## config.mk

```make
export PLATFORM = sky130hd
export DESIGN_NAME = ptptsr_top
export DESIGN_NICKNAME = d
export VERILOG_FILES = /design/src/shared/ptptsr_pkg.sv /design/src/hw/ptptsr_crc32.sv /design/src/hw/ptptsr_ts_fifo.sv /design/src/hw/ptptsr_top.sv
export VERILOG_INCLUDE_DIRS = /design/src /design/src/shared
export SDC_FILE = /design/constraint.sdc
export NUM_CORES = 2
export LEC_CHECK = 0
export BUFFER_PORTS_ARGS = -buffer_cell sky130_fd_sc_hd__buf_4
export CORE_AREA = 2 2 374 413
export DETAILED_ROUTE_END_ITERATION = 6
export DIE_AREA = 0 0 376 415
export HOLD_SLACK_MARGIN = 0.08
export RECOVER_POWER = 50
export SLEW_MARGIN = 20
export SYNTH_ARGS = -nofsm -noshare
export SYNTH_HDL_FRONTEND = slang
export SYNTH_SLANG_ARGS = --single-unit
```

## constraint.sdc

```tcl
create_clock -name core_clk -period 37.9 [get_ports core_clk]
set_input_delay 5.685 -clock core_clk [delete_from_list [all_inputs] [get_ports core_clk]]
set_output_delay 5.685 -clock core_clk [all_outputs]
set_load 0.03 [all_outputs]
```

## src/shared/ptptsr_defines.svh

```systemverilog
// Offsets, field layouts, reset values and constants of the timestamp rewriter.
// Notes on behaviour
// Two-step ingress match writes reserved header bytes.
// Write puts timestamp ns, then regenerates FCS.
// Reserved = ts - latency; Sync adds asymmetry.
// Receiver zeroes reserved bytes before integrity check.
// Two-step egress match saves; passes 15 identifier bytes.
// Software puts sequence identifier inside frame identifier.
// Save stores transmit time with identifier bytes.
// Egress FIFO = ts plus latency; Delay_req subtracts asymmetry.
// Mode A ingress subtracts at 8-byte correction field.
// Subtract: correction minus receive timestamp in ns.
// Mode A ingress subtracts ts; Sync adds asymmetry.
// Mode A egress adds timestamp to correction field.
// Unmatched frames pass unchanged; timestamp discarded.
// Rewrite overwrites bytes and replaces FCS.
// Bad incoming FCS gives inverted regenerated FCS.
// Mode A egress adds ts; Delay_req subtracts asymmetry.
// Mode B ingress writes reserved; Sync adds asymmetry.
// Mode B egress adds ts, subtracts reserved.
// Mode B egress clears reserved bytes to zero.
// System configures both ends' classifiers for Sync/Delay_req.
// Latency correction is programmable.
// Link asymmetry is programmable.
// Delay line holds bytes until rewrite values ready.
`ifndef PTPTSR_DEFINES_SVH
`define PTPTSR_DEFINES_SVH

`define PTPTSR_OFF_ETYPE_HI 16'h000c
`define PTPTSR_OFF_ETYPE_LO 16'h000d
`define PTPTSR_OFF_MSGTYPE 16'h000e
`define PTPTSR_OFF_DOMAIN 16'h0012
`define PTPTSR_OFF_COPY 16'h0015
`define PTPTSR_OFF_CF 16'h0016
`define PTPTSR_OFF_CF_END 16'h001e
`define PTPTSR_OFF_RES 16'h001e
`define PTPTSR_OFF_RES_END 16'h0022
`define PTPTSR_OFF_CALC 16'h0022
`define PTPTSR_ETHERTYPE 16'h88f7
`define PTPTSR_MSG_SYNC 4'h0
`define PTPTSR_MSG_DREQ 4'h1
`define PTPTSR_ID_BYTES 16'h000f
`define PTPTSR_CRC_INIT 32'hffffffff
`define PTPTSR_CRC_RESIDUE 32'hdebb20e3
`define PTPTSR_CRC_POLY 32'hedb88320
`define PTPTSR_E_VLD 10
`define PTPTSR_E_SOF 9
`define PTPTSR_E_EOF 8
`define PTPTSR_E_W 11

`endif

```

## src/shared/ptptsr_pkg.sv

```systemverilog
// Types shared by the timestamp rewriter modules.
package ptptsr_pkg;

  typedef enum logic [1:0] {
    PTPTSR_TWO_STEP = 2'b00,
    PTPTSR_TC_A = 2'b01,
    PTPTSR_TC_B = 2'b10,
    PTPTSR_OFF = 2'b11
  } ptptsr_mode_t;

endpackage : ptptsr_pkg

```

## src/hw/ptptsr_crc32.sv

```systemverilog
// One-byte step of the Ethernet CRC-32, reflected form.
`timescale 1ns/1ps
`include "ptptsr_defines.svh"
module ptptsr_crc32 (
  input wire logic [31:0] crc_in,
  input wire logic [7:0] data,
  output logic [31:0] crc_out
);
  logic [31:0] chain [0:8];

  assign chain[0] = crc_in;

  genvar b;
  generate
    for (b = 0; b < 8; b++) begin : g_bit
      assign chain[b+1] = (chain[b][0] ^ data[b]) ?
        ((chain[b] >> 1) ^ `PTPTSR_CRC_POLY) : (chain[b] >> 1);
    end
  endgenerate

  assign crc_out = chain[8];
endmodule : ptptsr_crc32

```

## src/hw/ptptsr_ts_fifo.sv

```systemverilog
// Transmit timestamp FIFO: records of identifier and time, read by the CPU.
`timescale 1ns/1ps
module ptptsr_ts_fifo #(
  parameter int W = 152,
  parameter int DEPTH = 4,
  parameter int AW = 2
) (
  input wire logic core_clk,
  input wire logic resetn,
  input wire logic push,
  input wire logic [W-1:0] push_data,
  output logic overflow,
  output logic rd_valid,
  input wire logic rd_ready,
  output logic [W-1:0] rd_data
);
  logic [W-1:0] mem_q [0:DEPTH-1];
  logic [AW:0] wr_q;
  logic [AW:0] rd_q;
  logic full;
  logic empty;

  assign empty = (wr_q == rd_q);
  assign full = (wr_q[AW] != rd_q[AW]) && (wr_q[AW-1:0] == rd_q[AW-1:0]);
  assign rd_valid = !empty;
  assign rd_data = mem_q[rd_q[AW-1:0]];
  // A record arriving while full is dropped; the pulse lets software resync.
  assign overflow = push && full;

  always_ff @(posedge core_clk or negedge resetn) begin
    if (!resetn) begin
      wr_q <= '0;
    end else if (push && !full) begin
      wr_q <= wr_q + 1'b1;
    end
  end

  always_ff @(posedge core_clk) begin
    if (push && !full) begin
      mem_q[wr_q[AW-1:0]] <= push_data;
    end
  end

  always_ff @(posedge core_clk or negedge resetn) begin
    if (!resetn) begin
      rd_q <= '0;
    end else if (rd_ready && !empty) begin
      rd_q <= rd_q + 1'b1;
    end
  end
endmodule : ptptsr_ts_fifo

```

## src/hw/ptptsr_top.sv

```systemverilog
// Per-port PTP frame analyzer, timestamp unit and rewriter with timestamp FIFO.
`timescale 1ns/1ps
`include "ptptsr_defines.svh"
module ptptsr_top
  import ptptsr_pkg::*;
#(
  parameter int DLY = 24,
  parameter int FIFO_DEPTH = 4,
  parameter int FIFO_AW = 2
) (
  input wire logic core_clk,
  input wire logic resetn,
  input wire logic cfg_enable,
  input wire ptptsr_mode_t cfg_mode,
  input wire logic cfg_egress,
  input wire logic [7:0] cfg_domain,
  input wire logic [31:0] cfg_latency_ns,
  input wire logic [31:0] cfg_asym_ns,
  input wire logic [15:0] cfg_id_offset,
  input wire logic [31:0] local_time_ns,
  input wire logic rx_valid,
  input wire logic [7:0] rx_data,
  input wire logic rx_sof,
  input wire logic rx_eof,
  output logic tx_valid,
  output logic [7:0] tx_data,
  output logic tx_sof,
  output logic tx_eof,
  output logic frame_matched,
  output logic tsf_valid,
  input wire logic tsf_ready,
  output logic [31:0] tsf_ts,
  output logic [119:0] tsf_id,
  output logic tsf_overflow
);
  localparam int EW = `PTPTSR_E_W;

  // Input side: position, header fields and the captured timestamp.
  logic [15:0] ipos_q;
  logic [15:0] cur_pos;
  logic [15:0] etype_q;
  logic [3:0] mt_q;
  logic match_q;
  logic sync_q;
  logic [63:0] cf_in_q;
  logic [31:0] res_in_q;
  logic [119:0] id_q;
  logic [31:0] ts_raw_q;
  logic [31:0] ts_val;
  logic [63:0] cf_new_q;
  logic fcs_bad_q;
  logic [31:0] crc_i_q;
  logic [31:0] crc_i_seed;
  logic [31:0] crc_i_next;

  // Action decoded from mode, direction and frame type.
  logic act_wres;
  logic act_wcf;
  logic act_save;
  logic ts_add;
  logic ts_sub;
  logic res_sub;
  logic [31:0] res_val;
  logic [63:0] cf_calc;
  logic push;

  // Delay line and output side.
  logic [DLY*EW-1:0] dl_q;
  logic [EW-1:0] o_ent;
  logic o_vld;
  logic o_sof;
  logic o_eof;
  logic [7:0] o_data;
  logic o_fcs;
  logic [15:0] opos_q;
  logic [15:0] o_cur;
  logic o_wcf_q;
  logic o_wres_q;
  logic o_mod_q;
  logic [63:0] o_cf_q;
  logic [31:0] o_res_q;
  logic [31:0] crc_o_q;
  logic [31:0] crc_o_seed;
  logic [31:0] crc_o_next;
  logic fcs_act_q;
  logic [31:0] fcs_sh_q;
  logic [31:0] fcs_word;
  logic [7:0] o_byte;
  logic in_cf;
  logic in_res;

  assign cur_pos = rx_sof ? 16'h0000 : ipos_q;

  always_ff @(posedge core_clk or negedge resetn) begin
    if (!resetn) begin
      ipos_q <= 16'h0000;
    end else if (rx_valid) begin
      ipos_q <= cur_pos + 16'h0001;
    end
  end

  // Timestamp is taken at the start of every frame and simply dropped
  // when the frame does not match.
  always_ff @(posedge core_clk or negedge resetn) begin
    if (!resetn) begin
      ts_raw_q <= 32'h00000000;
    end else if (rx_valid && rx_sof) begin
      ts_raw_q <= local_time_ns;
    end
  end

  // Ingress removes the fixed measurement latency, egress adds it.
  assign ts_val = cfg_egress ? (ts_raw_q + cfg_latency_ns) : (ts_raw_q - cfg_latency_ns);

  // Analyzer: Ethernet-encapsulated PTP, Sync or Delay_req of our domain.
  always_ff @(posedge core_clk or negedge resetn) begin
    if (!resetn) begin
      etype_q <= 16'h0000;
      mt_q <= 4'h0;
      match_q <= 1'b0;
      sync_q <= 1'b0;
    end else if (rx_valid) begin
      if (rx_sof) begin
        match_q <= 1'b0;
      end
      if (cur_pos == `PTPTSR_OFF_ETYPE_HI) begin
        etype_q[15:8] <= rx_data;
      end
      if (cur_pos == `PTPTSR_OFF_ETYPE_LO) begin
        etype_q[7:0] <= rx_data;
      end
      if (cur_pos == `PTPTSR_OFF_MSGTYPE) begin
        mt_q <= rx_data[3:0];
      end
      if (cur_pos == `PTPTSR_OFF_DOMAIN) begin
        match_q <= cfg_enable && (cfg_mode != PTPTSR_OFF) &&
                   (etype_q == `PTPTSR_ETHERTYPE) &&
                   ((mt_q == `PTPTSR_MSG_SYNC) || (mt_q == `PTPTSR_MSG_DREQ)) &&
                   (rx_data == cfg_domain);
        sync_q <= (mt_q == `PTPTSR_MSG_SYNC);
      end
    end
  end

  // Correction field and reserved bytes arrive most significant byte first.
  always_ff @(posedge core_clk or negedge resetn) begin
    if (!resetn) begin
      cf_in_q <= 64'h0;
      res_in_q <= 32'h0;
    end else if (rx_valid) begin
      if (cur_pos >= `PTPTSR_OFF_CF && cur_pos < `PTPTSR_OFF_CF_END) begin
        cf_in_q <= {cf_in_q[55:0], rx_data};
      end
      if (cur_pos >= `PTPTSR_OFF_RES && cur_pos < `PTPTSR_OFF_RES_END) begin
        res_in_q <= {res_in_q[23:0], rx_data};
      end
    end
  end

  // Identifier window; software must place it over the sequence identifier.
  always_ff @(posedge core_clk or negedge resetn) begin
    if (!resetn) begin
      id_q <= 120'h0;
    end else if (rx_valid && rx_sof) begin
      id_q <= 120'h0;
    end else if (rx_valid && cur_pos >= cfg_id_offset &&
                 cur_pos < cfg_id_offset + `PTPTSR_ID_BYTES) begin
      id_q <= {id_q[111:0], rx_data};
    end
  end

  always_comb begin
    act_wres = 1'b0;
    act_wcf = 1'b0;
    act_save = 1'b0;
    ts_add = 1'b0;
    ts_sub = 1'b0;
    res_sub = 1'b0;
    res_val = ts_val;
    case (cfg_mode)
      PTPTSR_TWO_STEP: begin
        if (!cfg_egress) begin
          act_wres = 1'b1;
          act_wcf = sync_q;
        end else begin
          act_save = 1'b1;
          act_wcf = !sync_q;
        end
      end
      PTPTSR_TC_A: begin
        act_wcf = 1'b1;
        ts_sub = !cfg_egress;
        ts_add = cfg_egress;
      end
      PTPTSR_TC_B: begin
        if (!cfg_egress) begin
          act_wres = 1'b1;
          act_wcf = sync_q;
        end else begin
          act_wcf = 1'b1;
          ts_add = 1'b1;
          res_sub = 1'b1;
          act_wres = 1'b1;
          res_val = 32'h00000000;
        end
      end
      default: begin
        act_wres = 1'b0;
      end
    endcase
  end

  // Correction field is in 2^-16 ns units; asymmetry is signed. Ingress adds it
  // to Sync, egress subtracts it from Delay_req.
  always_comb begin
    cf_calc = cf_in_q;
    if (ts_add) begin
      cf_calc = cf_calc + {16'h0000, ts_val, 16'h0000};
    end
    if (ts_sub) begin
      cf_calc = cf_calc - {16'h0000, ts_val, 16'h0000};
    end
    if (res_sub) begin
      cf_calc = cf_calc - {16'h0000, res_in_q, 16'h0000};
    end
    if (!cfg_egress && sync_q) begin
      cf_calc = cf_calc + {{16{cfg_asym_ns[31]}}, cfg_asym_ns, 16'h0000};
    end
    if (cfg_egress && !sync_q) begin
      cf_calc = cf_calc - {{16{cfg_asym_ns[31]}}, cfg_asym_ns, 16'h0000};
    end
  end

  always_ff @(posedge core_clk or negedge resetn) begin
    if (!resetn) begin
      cf_new_q <= 64'h0;
    end else if (rx_valid && cur_pos == `PTPTSR_OFF_CALC) begin
      cf_new_q <= cf_calc;
    end
  end

  // Incoming FCS check over the whole frame, FCS included.
  assign crc_i_seed = rx_sof ? `PTPTSR_CRC_INIT : crc_i_q;

  ptptsr_crc32 u_crc_in (
    .crc_in(crc_i_seed),
    .data(rx_data),
    .crc_out(crc_i_next)
  );

  always_ff @(posedge core_clk or negedge resetn) begin
    if (!resetn) begin
      crc_i_q <= `PTPTSR_CRC_INIT;
      fcs_bad_q <= 1'b0;
    end else if (rx_valid) begin
      crc_i_q <= crc_i_next;
      if (rx_eof) begin
        fcs_bad_q <= (crc_i_next != `PTPTSR_CRC_RESIDUE);
      end
    end
  end

  assign push = rx_valid && rx_eof && match_q && act_save;
  assign frame_matched = rx_valid && rx_eof && match_q;

  ptptsr_ts_fifo #(
    .W(152),
    .DEPTH(FIFO_DEPTH),
    .AW(FIFO_AW)
  ) u_fifo (
    .core_clk(core_clk),
    .resetn(resetn),
    .push(push),
    .push_data({id_q, ts_val}),
    .overflow(tsf_overflow),
    .rd_valid(tsf_valid),
    .rd_ready(tsf_ready),
    .rd_data({tsf_id, tsf_ts})
  );

  // Frame bytes wait here long enough that the new correction field,
  // which depends on reserved bytes that follow it, is ready in time.
  always_ff @(posedge core_clk or negedge resetn) begin
    if (!resetn) begin
      dl_q <= '0;
    end else begin
      dl_q <= {dl_q[(DLY-1)*EW-1:0], rx_valid, rx_sof, rx_eof, rx_data};
    end
  end

  assign o_ent = dl_q[DLY*EW-1 -: EW];
  assign o_vld = o_ent[`PTPTSR_E_VLD];
  assign o_sof = o_ent[`PTPTSR_E_SOF];
  assign o_eof = o_ent[`PTPTSR_E_EOF];
  assign o_data = o_ent[7:0];
  // The last four bytes of a frame are the FCS: end of frame lies within them.
  assign o_fcs = o_vld && (o_eof || dl_q[(DLY-2)*EW+`PTPTSR_E_EOF] ||
                 dl_q[(DLY-3)*EW+`PTPTSR_E_EOF] || dl_q[(DLY-4)*EW+`PTPTSR_E_EOF]);
  assign o_cur = o_sof ? 16'h0000 : opos_q;
  assign in_cf = o_wcf_q && o_cur >= `PTPTSR_OFF_CF && o_cur < `PTPTSR_OFF_CF_END;
  assign in_res = o_wres_q && o_cur >= `PTPTSR_OFF_RES && o_cur < `PTPTSR_OFF_RES_END;

  always_ff @(posedge core_clk or negedge resetn) begin
    if (!resetn) begin
      opos_q <= 16'h0000;
    end else if (o_vld) begin
      opos_q <= o_cur + 16'h0001;
    end
  end

  // Decisions are handed over just before the first byte they touch, so the
  // input side is free for the next frame; unmatched frames are untouched.
  always_ff @(posedge core_clk or negedge resetn) begin
    if (!resetn) begin
      o_wcf_q <= 1'b0;
      o_wres_q <= 1'b0;
      o_mod_q <= 1'b0;
      o_cf_q <= 64'h0;
      o_res_q <= 32'h0;
    end else if (o_vld) begin
      if (o_sof) begin
        o_wcf_q <= 1'b0;
        o_wres_q <= 1'b0;
        o_mod_q <= 1'b0;
      end else if (o_cur == `PTPTSR_OFF_COPY) begin
        o_wcf_q <= match_q && act_wcf;
        o_wres_q <= match_q && act_wres;
        o_mod_q <= match_q && (act_wcf || act_wres);
        o_cf_q <= cf_new_q;
        o_res_q <= res_val;
      end else begin
        if (in_cf) begin
          o_cf_q <= {o_cf_q[55:0], 8'h00};
        end
        if (in_res) begin
          o_res_q <= {o_res_q[23:0], 8'h00};
        end
      end
    end
  end

  // A bad incoming FCS leaves as the inverse of the good one.
  assign fcs_word = fcs_bad_q ? crc_o_q : ~crc_o_q;

  always_comb begin
    o_byte = o_data;
    if (in_cf) begin
      o_byte = o_cf_q[63:56];
    end
    if (in_res) begin
      o_byte = o_res_q[31:24];
    end
    if (o_mod_q && o_fcs) begin
      o_byte = fcs_act_q ? fcs_sh_q[7:0] : fcs_word[7:0];
    end
  end

  assign crc_o_seed = o_sof ? `PTPTSR_CRC_INIT : crc_o_q;

  ptptsr_crc32 u_crc_out (
    .crc_in(crc_o_seed),
    .data(o_byte),
    .crc_out(crc_o_next)
  );

  always_ff @(posedge core_clk or negedge resetn) begin
    if (!resetn) begin
      crc_o_q <= `PTPTSR_CRC_INIT;
      fcs_act_q <= 1'b0;
      fcs_sh_q <= 32'h0;
    end else if (o_vld) begin
      if (!o_fcs) begin
        crc_o_q <= crc_o_next;
      end
      if (o_eof) begin
        fcs_act_q <= 1'b0;
      end else if (o_fcs && !fcs_act_q) begin
        fcs_act_q <= 1'b1;
        fcs_sh_q <= {8'h00, fcs_word[31:8]};
      end else if (o_fcs) begin
        fcs_sh_q <= {8'h00, fcs_sh_q[31:8]};
      end
    end
  end

  always_ff @(posedge core_clk or negedge resetn) begin
    if (!resetn) begin
      tx_valid <= 1'b0;
      tx_data <= 8'h00;
      tx_sof <= 1'b0;
      tx_eof <= 1'b0;
    end else begin
      tx_valid <= o_vld;
      tx_data <= o_byte;
      tx_sof <= o_sof && o_vld;
      tx_eof <= o_eof && o_vld;
    end
  end
endmodule : ptptsr_top

```

# Word level (Yosys, flattened, before mapping)
# Memory sizes are Yosys's and may differ from the RTL's.
# Index checks and enable logic that the tools add are counted.
[word_totals]
ram_bits = 608
memories = 1
out_inout_bits = 166
inputBits = 138
wordCells = 231
regBits = 844
romBits = 0
latchBits = 0
[memory_table]
columns = ["memory", "depth", "word_bits", "rd", "rd_clocked_by_memory_dff", "write_ports", "line_no", "rtl"]
rows = [
  ["u_fifo.mem_q", 4, 152, 1, 0, 1, "ptptsr_ts_fifo.sv:17", "logic [W-1:0] mem_q [0:DEPTH-1];"],
]
[classes]
n_mul = 0
n_div = 0
muxes = 63
reduce_logical = 64
shift = 0
n_eq_ne = 16
addsub = 12
magnitude_cmp = 10
bitwise = 36
[ops]
columns = ["cell", "count"]
rows = [
  ["32-bit two-way mux", 26],
  ["64-bit two-way mux", 7],
  ["120-bit two-way mux", 2],
  ["13-bit NOT with 14-bit output", 16],
  ["64-bit by 48-bit subtractor with 64-bit output", 2],
  ["64-bit by 48-bit adder with 64-bit output", 1],
  ["64-bit adder", 1],
  ["16-bit by 5-bit >= comparator with 1-bit output (second input constant)", 4],
  ["64-bit subtractor", 1],
  ["16-bit by 4-bit == test with 1-bit output (second input constant)", 3],
  ["16-bit by 1-bit adder with 16-bit output (second input constant)", 2],
  ["32-bit adder", 1],
  ["16-bit by 5-bit == test with 1-bit output (second input constant)", 2],
  ["16-bit by 5-bit less-than comparator with 1-bit output (second input constant)", 2],
  ["16-bit by 6-bit less-than comparator with 1-bit output (second input constant)", 2],
  ["16-bit two-way mux", 2],
  ["8-bit two-way mux", 4],
  ["32-bit inequality test (second input constant)", 1],
  ["32-bit NOT", 1],
  ["32-bit subtractor", 1],
  ["1-bit logical AND", 31],
  ["2-bit AND reduction", 11],
  ["1-bit two-way mux", 19],
  ["16-bit by 4-bit adder with 16-bit output (second input constant)", 1],
  ["other kinds (23)", 58],
]

# Depth between registers and ports, before layout
[logic_depth]
ltp_word = 23
ltp_mapped = 73
depth_no_buf = 72

# Modules after synthesis
# Synthesis repeated with hierarchy kept, for this count alone.
[unflattened]
hier_cells = 5923
area_unflattened_um2 = 71437.3
[modules_own_cells]
columns = ["module", "area_per_inst_um2", "instances", "cells_each"]
rows = [
  ["ptptsr_top", 47199.0, 1, 4950],
  ["ptptsr_ts_fifo", 22376.5, 1, 843],
  ["ptptsr_crc32", 930.9, 2, 65],
]

# Least setup slack after synthesis
# OpenSTA, ideal clock, no wires.
[synth_timing]
path_kind = "input to register"
start = "input cfg_egress"
end = "register cf_new_q[63]"
n_path_buf = 2
setup_time_ns = 0.135
stages = 65
setup_slack_ns = 19.888
arrival_ns = 17.877
path_cell_list = "clkbuf_1 -> buf_1 -> nor2_1 -> xor2_1 -> ha_1 -> nor2b_1 -> o21ai_0 -> a21boi_0 -> o21ai_0 -> a21boi_0 -> o21ai_0 -> a21boi_0 -> o21ai_0 -> a21oi_1 -> o41a_1 -> a31oi_1 -> xnor2_1 -> ha_1 -> [29 not listed] -> xor2_1 -> mux2_2 -> ha_1 -> a21o_1 -> a21o_1 -> a21oi_1 -> o21ai_0 -> a21oi_1 -> o221a_2 -> o21ai_0 -> a31oi_1 -> o21ai_0 -> xnor2_1 -> nand2_1 -> xnor2_1 -> xnor2_1 -> xor2_1 -> o21ai_0"
[synth_via]
elab_chain_len = 11
[synth_lines]
columns = ["item", "line_no", "rtl"]
rows = [
  ["start: declaration", "ptptsr_top.sv:15", "input wire logic cfg_egress,"],
  ["32-bit two-way mux (*)", "ptptsr_top.sv:113", "assign ts_val = cfg_egress ? (ts_raw_q + cfg_latency_ns) : (ts_raw_q - cfg_latency_ns);"],
  ["net ts_val[16]", "ptptsr_top.sv:49", "logic [31:0] ts_val;"],
  ["64-bit by 48-bit adder with 64-bit output", "ptptsr_top.sv:218", "cf_calc = cf_calc + {16'h0000, ts_val, 16'h0000};"],
  ["64-bit two-way mux", "ptptsr_top.sv:217", "if (ts_add) begin"],
  ["64-bit by 48-bit subtractor with 64-bit output", "ptptsr_top.sv:221", "cf_calc = cf_calc - {16'h0000, ts_val, 16'h0000};"],
  ["64-bit two-way mux (*)", "ptptsr_top.sv:220", "if (ts_sub) begin"],
  ["64-bit by 48-bit subtractor with 64-bit output", "ptptsr_top.sv:224", "cf_calc = cf_calc - {16'h0000, res_in_q, 16'h0000};"],
  ["64-bit two-way mux (*)", "ptptsr_top.sv:223", "if (res_sub) begin"],
  ["64-bit adder", "ptptsr_top.sv:227", "cf_calc = cf_calc + {{16{cfg_asym_ns[31]}}, cfg_asym_ns, 16'h0000};"],
  ["64-bit two-way mux (*)", "ptptsr_top.sv:226", "if (!cfg_egress && sync_q) begin"],
  ["64-bit subtractor", "ptptsr_top.sv:230", "cf_calc = cf_calc - {{16{cfg_asym_ns[31]}}, cfg_asym_ns, 16'h0000};"],
  ["64-bit two-way mux (*)", "ptptsr_top.sv:229", "if (cfg_egress && !sync_q) begin"],
  ["end signal: assignment", "ptptsr_top.sv:238", "cf_new_q <= cf_calc;"],
  ["end: declaration", "ptptsr_top.sv:50", "logic [63:0] cf_new_q;"],
]
# The timed path passes the listed nets; every way through them passes the cells marked *.
# A chain may end at the register's enable or synchronous reset.

# Worst setup path after layout
[layout_timing]
start = "input cfg_egress"
end = "register cf_new_q[58]"
# Same word-level chain as after synthesis.

==> flow_summary.ini <==
[run]
drv_cap = 15

[timing]
skew_ns = 0.0631
finalHoldViolations = 0
period_minus_slack_ns = 21.25
fmax_mhz = 47.1
rsz0062_at_grt = no
worst_pin_slew_ns = 9.06
min_period_over_period_pct = 56.1
slew_violations = 1118
setup_viol = 0
relSlewSlack_pct = -504
setup_tns_ns = 0

[yosys]
synth_area_um2 = 70800
synth_edf_count = 608
syn_inst = 6054
async_flop_share_pct = 57.9
synthFlopType = dfrtp_1
ys_types = 93
syn_nets = 6489
ys_ff_latch = 1444
avgSynthCellArea_um2 = 11.7
yosysWarnings = 0
yosysSeqAreaShare_pct = 55.4

[global_routing]
grt.total_usage_pct = 23.7
grt-ovfl-total = 0
grt_max_degree = 195
antenna_found_initial = 8
grt_pass1_vias = 46010
grt_pass1_wl_um = 284000

[drt]
drc = 0
met3WireLength_um = 8160
met1_length_um = 85200
routed_wl_um = 186000
dr_total_vias = 47118
avgViaCountPerCell = 5.59
dr_wl_met2_um = 88400
first_pass_iters = 6
ant_nets = 0
topRoutingLayerUsed = met4
avgRoutedWirePerCell_um = 22.0
drtIter0Drc = 3552

[final_layout]
drive_gt1_share_pct = 15.7
area_delta_synth_final_pct = 13.6
nFillCells = 13147
finalNonFillerCells = 8423
layout.nets = 6756

[floorplanning]
die_h_um = 415
rows = 150
die_area_um2 = 156000
dieWidth_um = 376
core-area_um2 = 152000
io_pins = 304
start_util_pct = 46.7

[clock_tree]
cts_setup_buffers = 0
numCtsBuffers = 148
htreeDepth = 4
cts_tree = yes
cts_sinks = 1444
cts.clk_slew.worst_paths_ns = 0.06
worstSkewPairLatency_ns = 0.80
post_cts_resize_count = 0
cts_buffer_depth = 3
clockRootBuffer = clkbuf_16
ctsHoldBuffers = 0

[placed_design]
dp.cells = 8146
gp_congestion = 0.915
portBuffers = 303
place_hpwl_um = 128000

[power_and_ir_drop]
ir_drop_uv = 50.8
p_clk_share_pct = 30.0
p_seq_share_pct = 36.1
powerDensity_nw_per_um2 = 64.7
p_comb_share_pct = 33.8
switching_power_w = 0.00178
sw_frac_of_total_pct = 34.2
leakagePower_nw = 34.0
p_int_w = 0.00342

[critical_path]
end_kind = flip-flop
cp-start-kind = primary input
crit_fanout = 32
critical_path.max_stage_delay_ns = 1.15
crit_top_cell = a21oi_1
path_class = in2reg
crit_required_ns = 38.51
arrival_ns = 21.86
regToRegSetupSlack_ns = 22.95
crit_slowest_cell = clkbuf_1

[outcome]
status = finished with violations
violations = max-capacitance violations, max-slew violations

[hold_path]
hp-class = reg2reg
[routing by layer]
metal / GRT usage, % / vias to the layer above
li1: - / 22321
met5: 0 / -
met3: 2.80 / 223
met1: 34.4 / 23471
met2: 38.2 / 1103
met4: 5.63 / 0
[power groups by stage]
stage	registers, W	clock network [W]	logic, W
after global routing	0.00190	0.00166	0.00194
after global placement	0.00191	0	0.00175
after floorplan	0.00185	0	0.00131
final	0.00188	0.00156	0.00176
after detailed placement	0.00191	0	0.00175
after CTS	0.00188	0.00160	0.00176
[layout make-up]
cell class	count	area (um^2)	share of cell area, %
antenna	2	5.00	0.00622
clock buffer	199	4210	5.23
clock inverter	75	1130	1.40
inverter	221	830	1.03
multi-input combinational	4126	29700	37.0
sequential	1444	39300	48.8
tap	1976	2470	3.07
timing repair buffer	380	2770	3.45
[path summary, 6_finish.rpt]
check                                   startpoint                        to  cells after the start
min in group asynchronous                   resetn   cf_in_q[50]$_DFFE_PN0P_                      1
max in group asynchronous                   resetn     fcs_bad_q$_DFFE_PN0P_                      3
min                             dl_q[51]$_DFF_PN0_        dl_q[62]$_DFF_PN0_                      0
max reg2reg                ts_raw_q[0]$_DFFE_PN0P_  cf_new_q[58]$_DFFE_PN0P_                     61
max                                     cfg_egress  cf_new_q[58]$_DFFE_PN0P_                     62
min reg2reg                     dl_q[51]$_DFF_PN0_        dl_q[62]$_DFF_PN0_                      0
[cell usage after synthesis, drive strengths merged (10+ instances only)]
master    n  area share [%]
a211o    11            0.14
a211oi   31            0.33
a21o    125             1.3
a21oi   379             2.7
a221oi   11            0.14
a22o     11            0.14
a311oi   12            0.17
a31oi    87            0.77
and2     21            0.19
and3     31            0.27
and4     10            0.12
buf      67            0.40
clkbuf  196             1.0
dfrtp   772              27
dfstp    64             2.4
edfxtp  608              26
ha      291             5.1
inv     221             1.2
mux2    171             2.7
mux2i   151             2.1
mux4    152             4.8
nand2   747             4.0
nand2b   44            0.39
nand3    70            0.49
nand4    50            0.44
nor2    452             2.4
nor2b    41            0.36
nor3     68            0.48
nor4     28            0.29
o211ai   31            0.33
o21a     50            0.53
o21ai   333             2.4
o21bai   24            0.25
o22ai    16            0.14
o31ai    19            0.21
or3      24            0.21
xnor2   306             3.8
xor2    187             2.3
[logic make-up after synthesis]
family,share of synthesized area (%)
fa+ha+maj,5.31
buf+inv,2.61
simple gates,10.2
compound gates,10.6
flops,55.4
xor+xnor,6.12
mux,9.69
[placed cells by master, fill, tap and decap left out, types with 25 or more instances in the layout]
cell type | netlist | layout
dfrtp_1 | 772 | 769
nand2_1 | 744 | 744
edfxtp_1 | 608 | 608
nor2_1 | 451 | 451
a21oi_1 | 379 | 379
buf_4 | 1 | 331
o21ai_0 | 327 | 329
xnor2_1 | 304 | 304
ha_1 | 291 | 289
inv_1 | 220 | 220
xor2_1 | 187 | 187
mux2_2 | 170 | 169
mux4_2 | 152 | 152
clkbuf_16 | 0 | 152
mux2i_1 | 151 | 151
a21o_1 | 125 | 125
a31oi_1 | 87 | 87
nand3_1 | 70 | 69
nor3_1 | 68 | 68
clkbuf_1 | 195 | 67
dfstp_2 | 64 | 64
o21a_1 | 50 | 50
nand4_1 | 50 | 50
nand2b_1 | 44 | 44
nor2b_1 | 41 | 41
and3_1 | 31 | 31
o211ai_1 | 31 | 31
a211oi_1 | 31 | 30
nor4_1 | 25 | 25
[registers in the layout, indices dropped and copies added (netlist names), 4 cells and up]
signal	cells
ipos_q	16
o_res_q	32
id_q	120
tx_data	8
fcs_sh_q	24
crc_i_q	32
res_in_q	32
o_cf_q	64
dl_q	264
cf_new_q	64
mt_q	4
opos_q	16
cf_in_q	64
etype_q	16
crc_o_q	32
ts_raw_q	32
u_fifo.mem_q	608
[worst max-delay path, delay by kind of cell]
family / cells / cell delay (ns)
compound gates: 33 / 7.51
xor+xnor: 7 / 1.41
fa+ha+maj: 6 / 2.30
buf+inv: 2 / 1.88
simple gates: 14 / 3.05
[per-stage QoR]
stage / setup slack [ns] / instance area (um^2) / hold WS (ns) / power, W / utilization, %
after floorplan: 19.89 / 70800 / 0.331 / 0.00316 / -
after global placement: 17.31 / 75300 / 0.331 / 0.00366 / 49.6
after detailed placement: 17.32 / 75300 / 0.335 / 0.00366 / 49.6
after CTS: 18.06 / 80600 / 0.341 / 0.00525 / 53.2
after global routing: 14.83 / 80400 / 0.346 / 0.00550 / 53.0
final: 16.65 / 80400 / 0.343 / 0.00520 / 53.0
(Power assumes the default switching activity.)
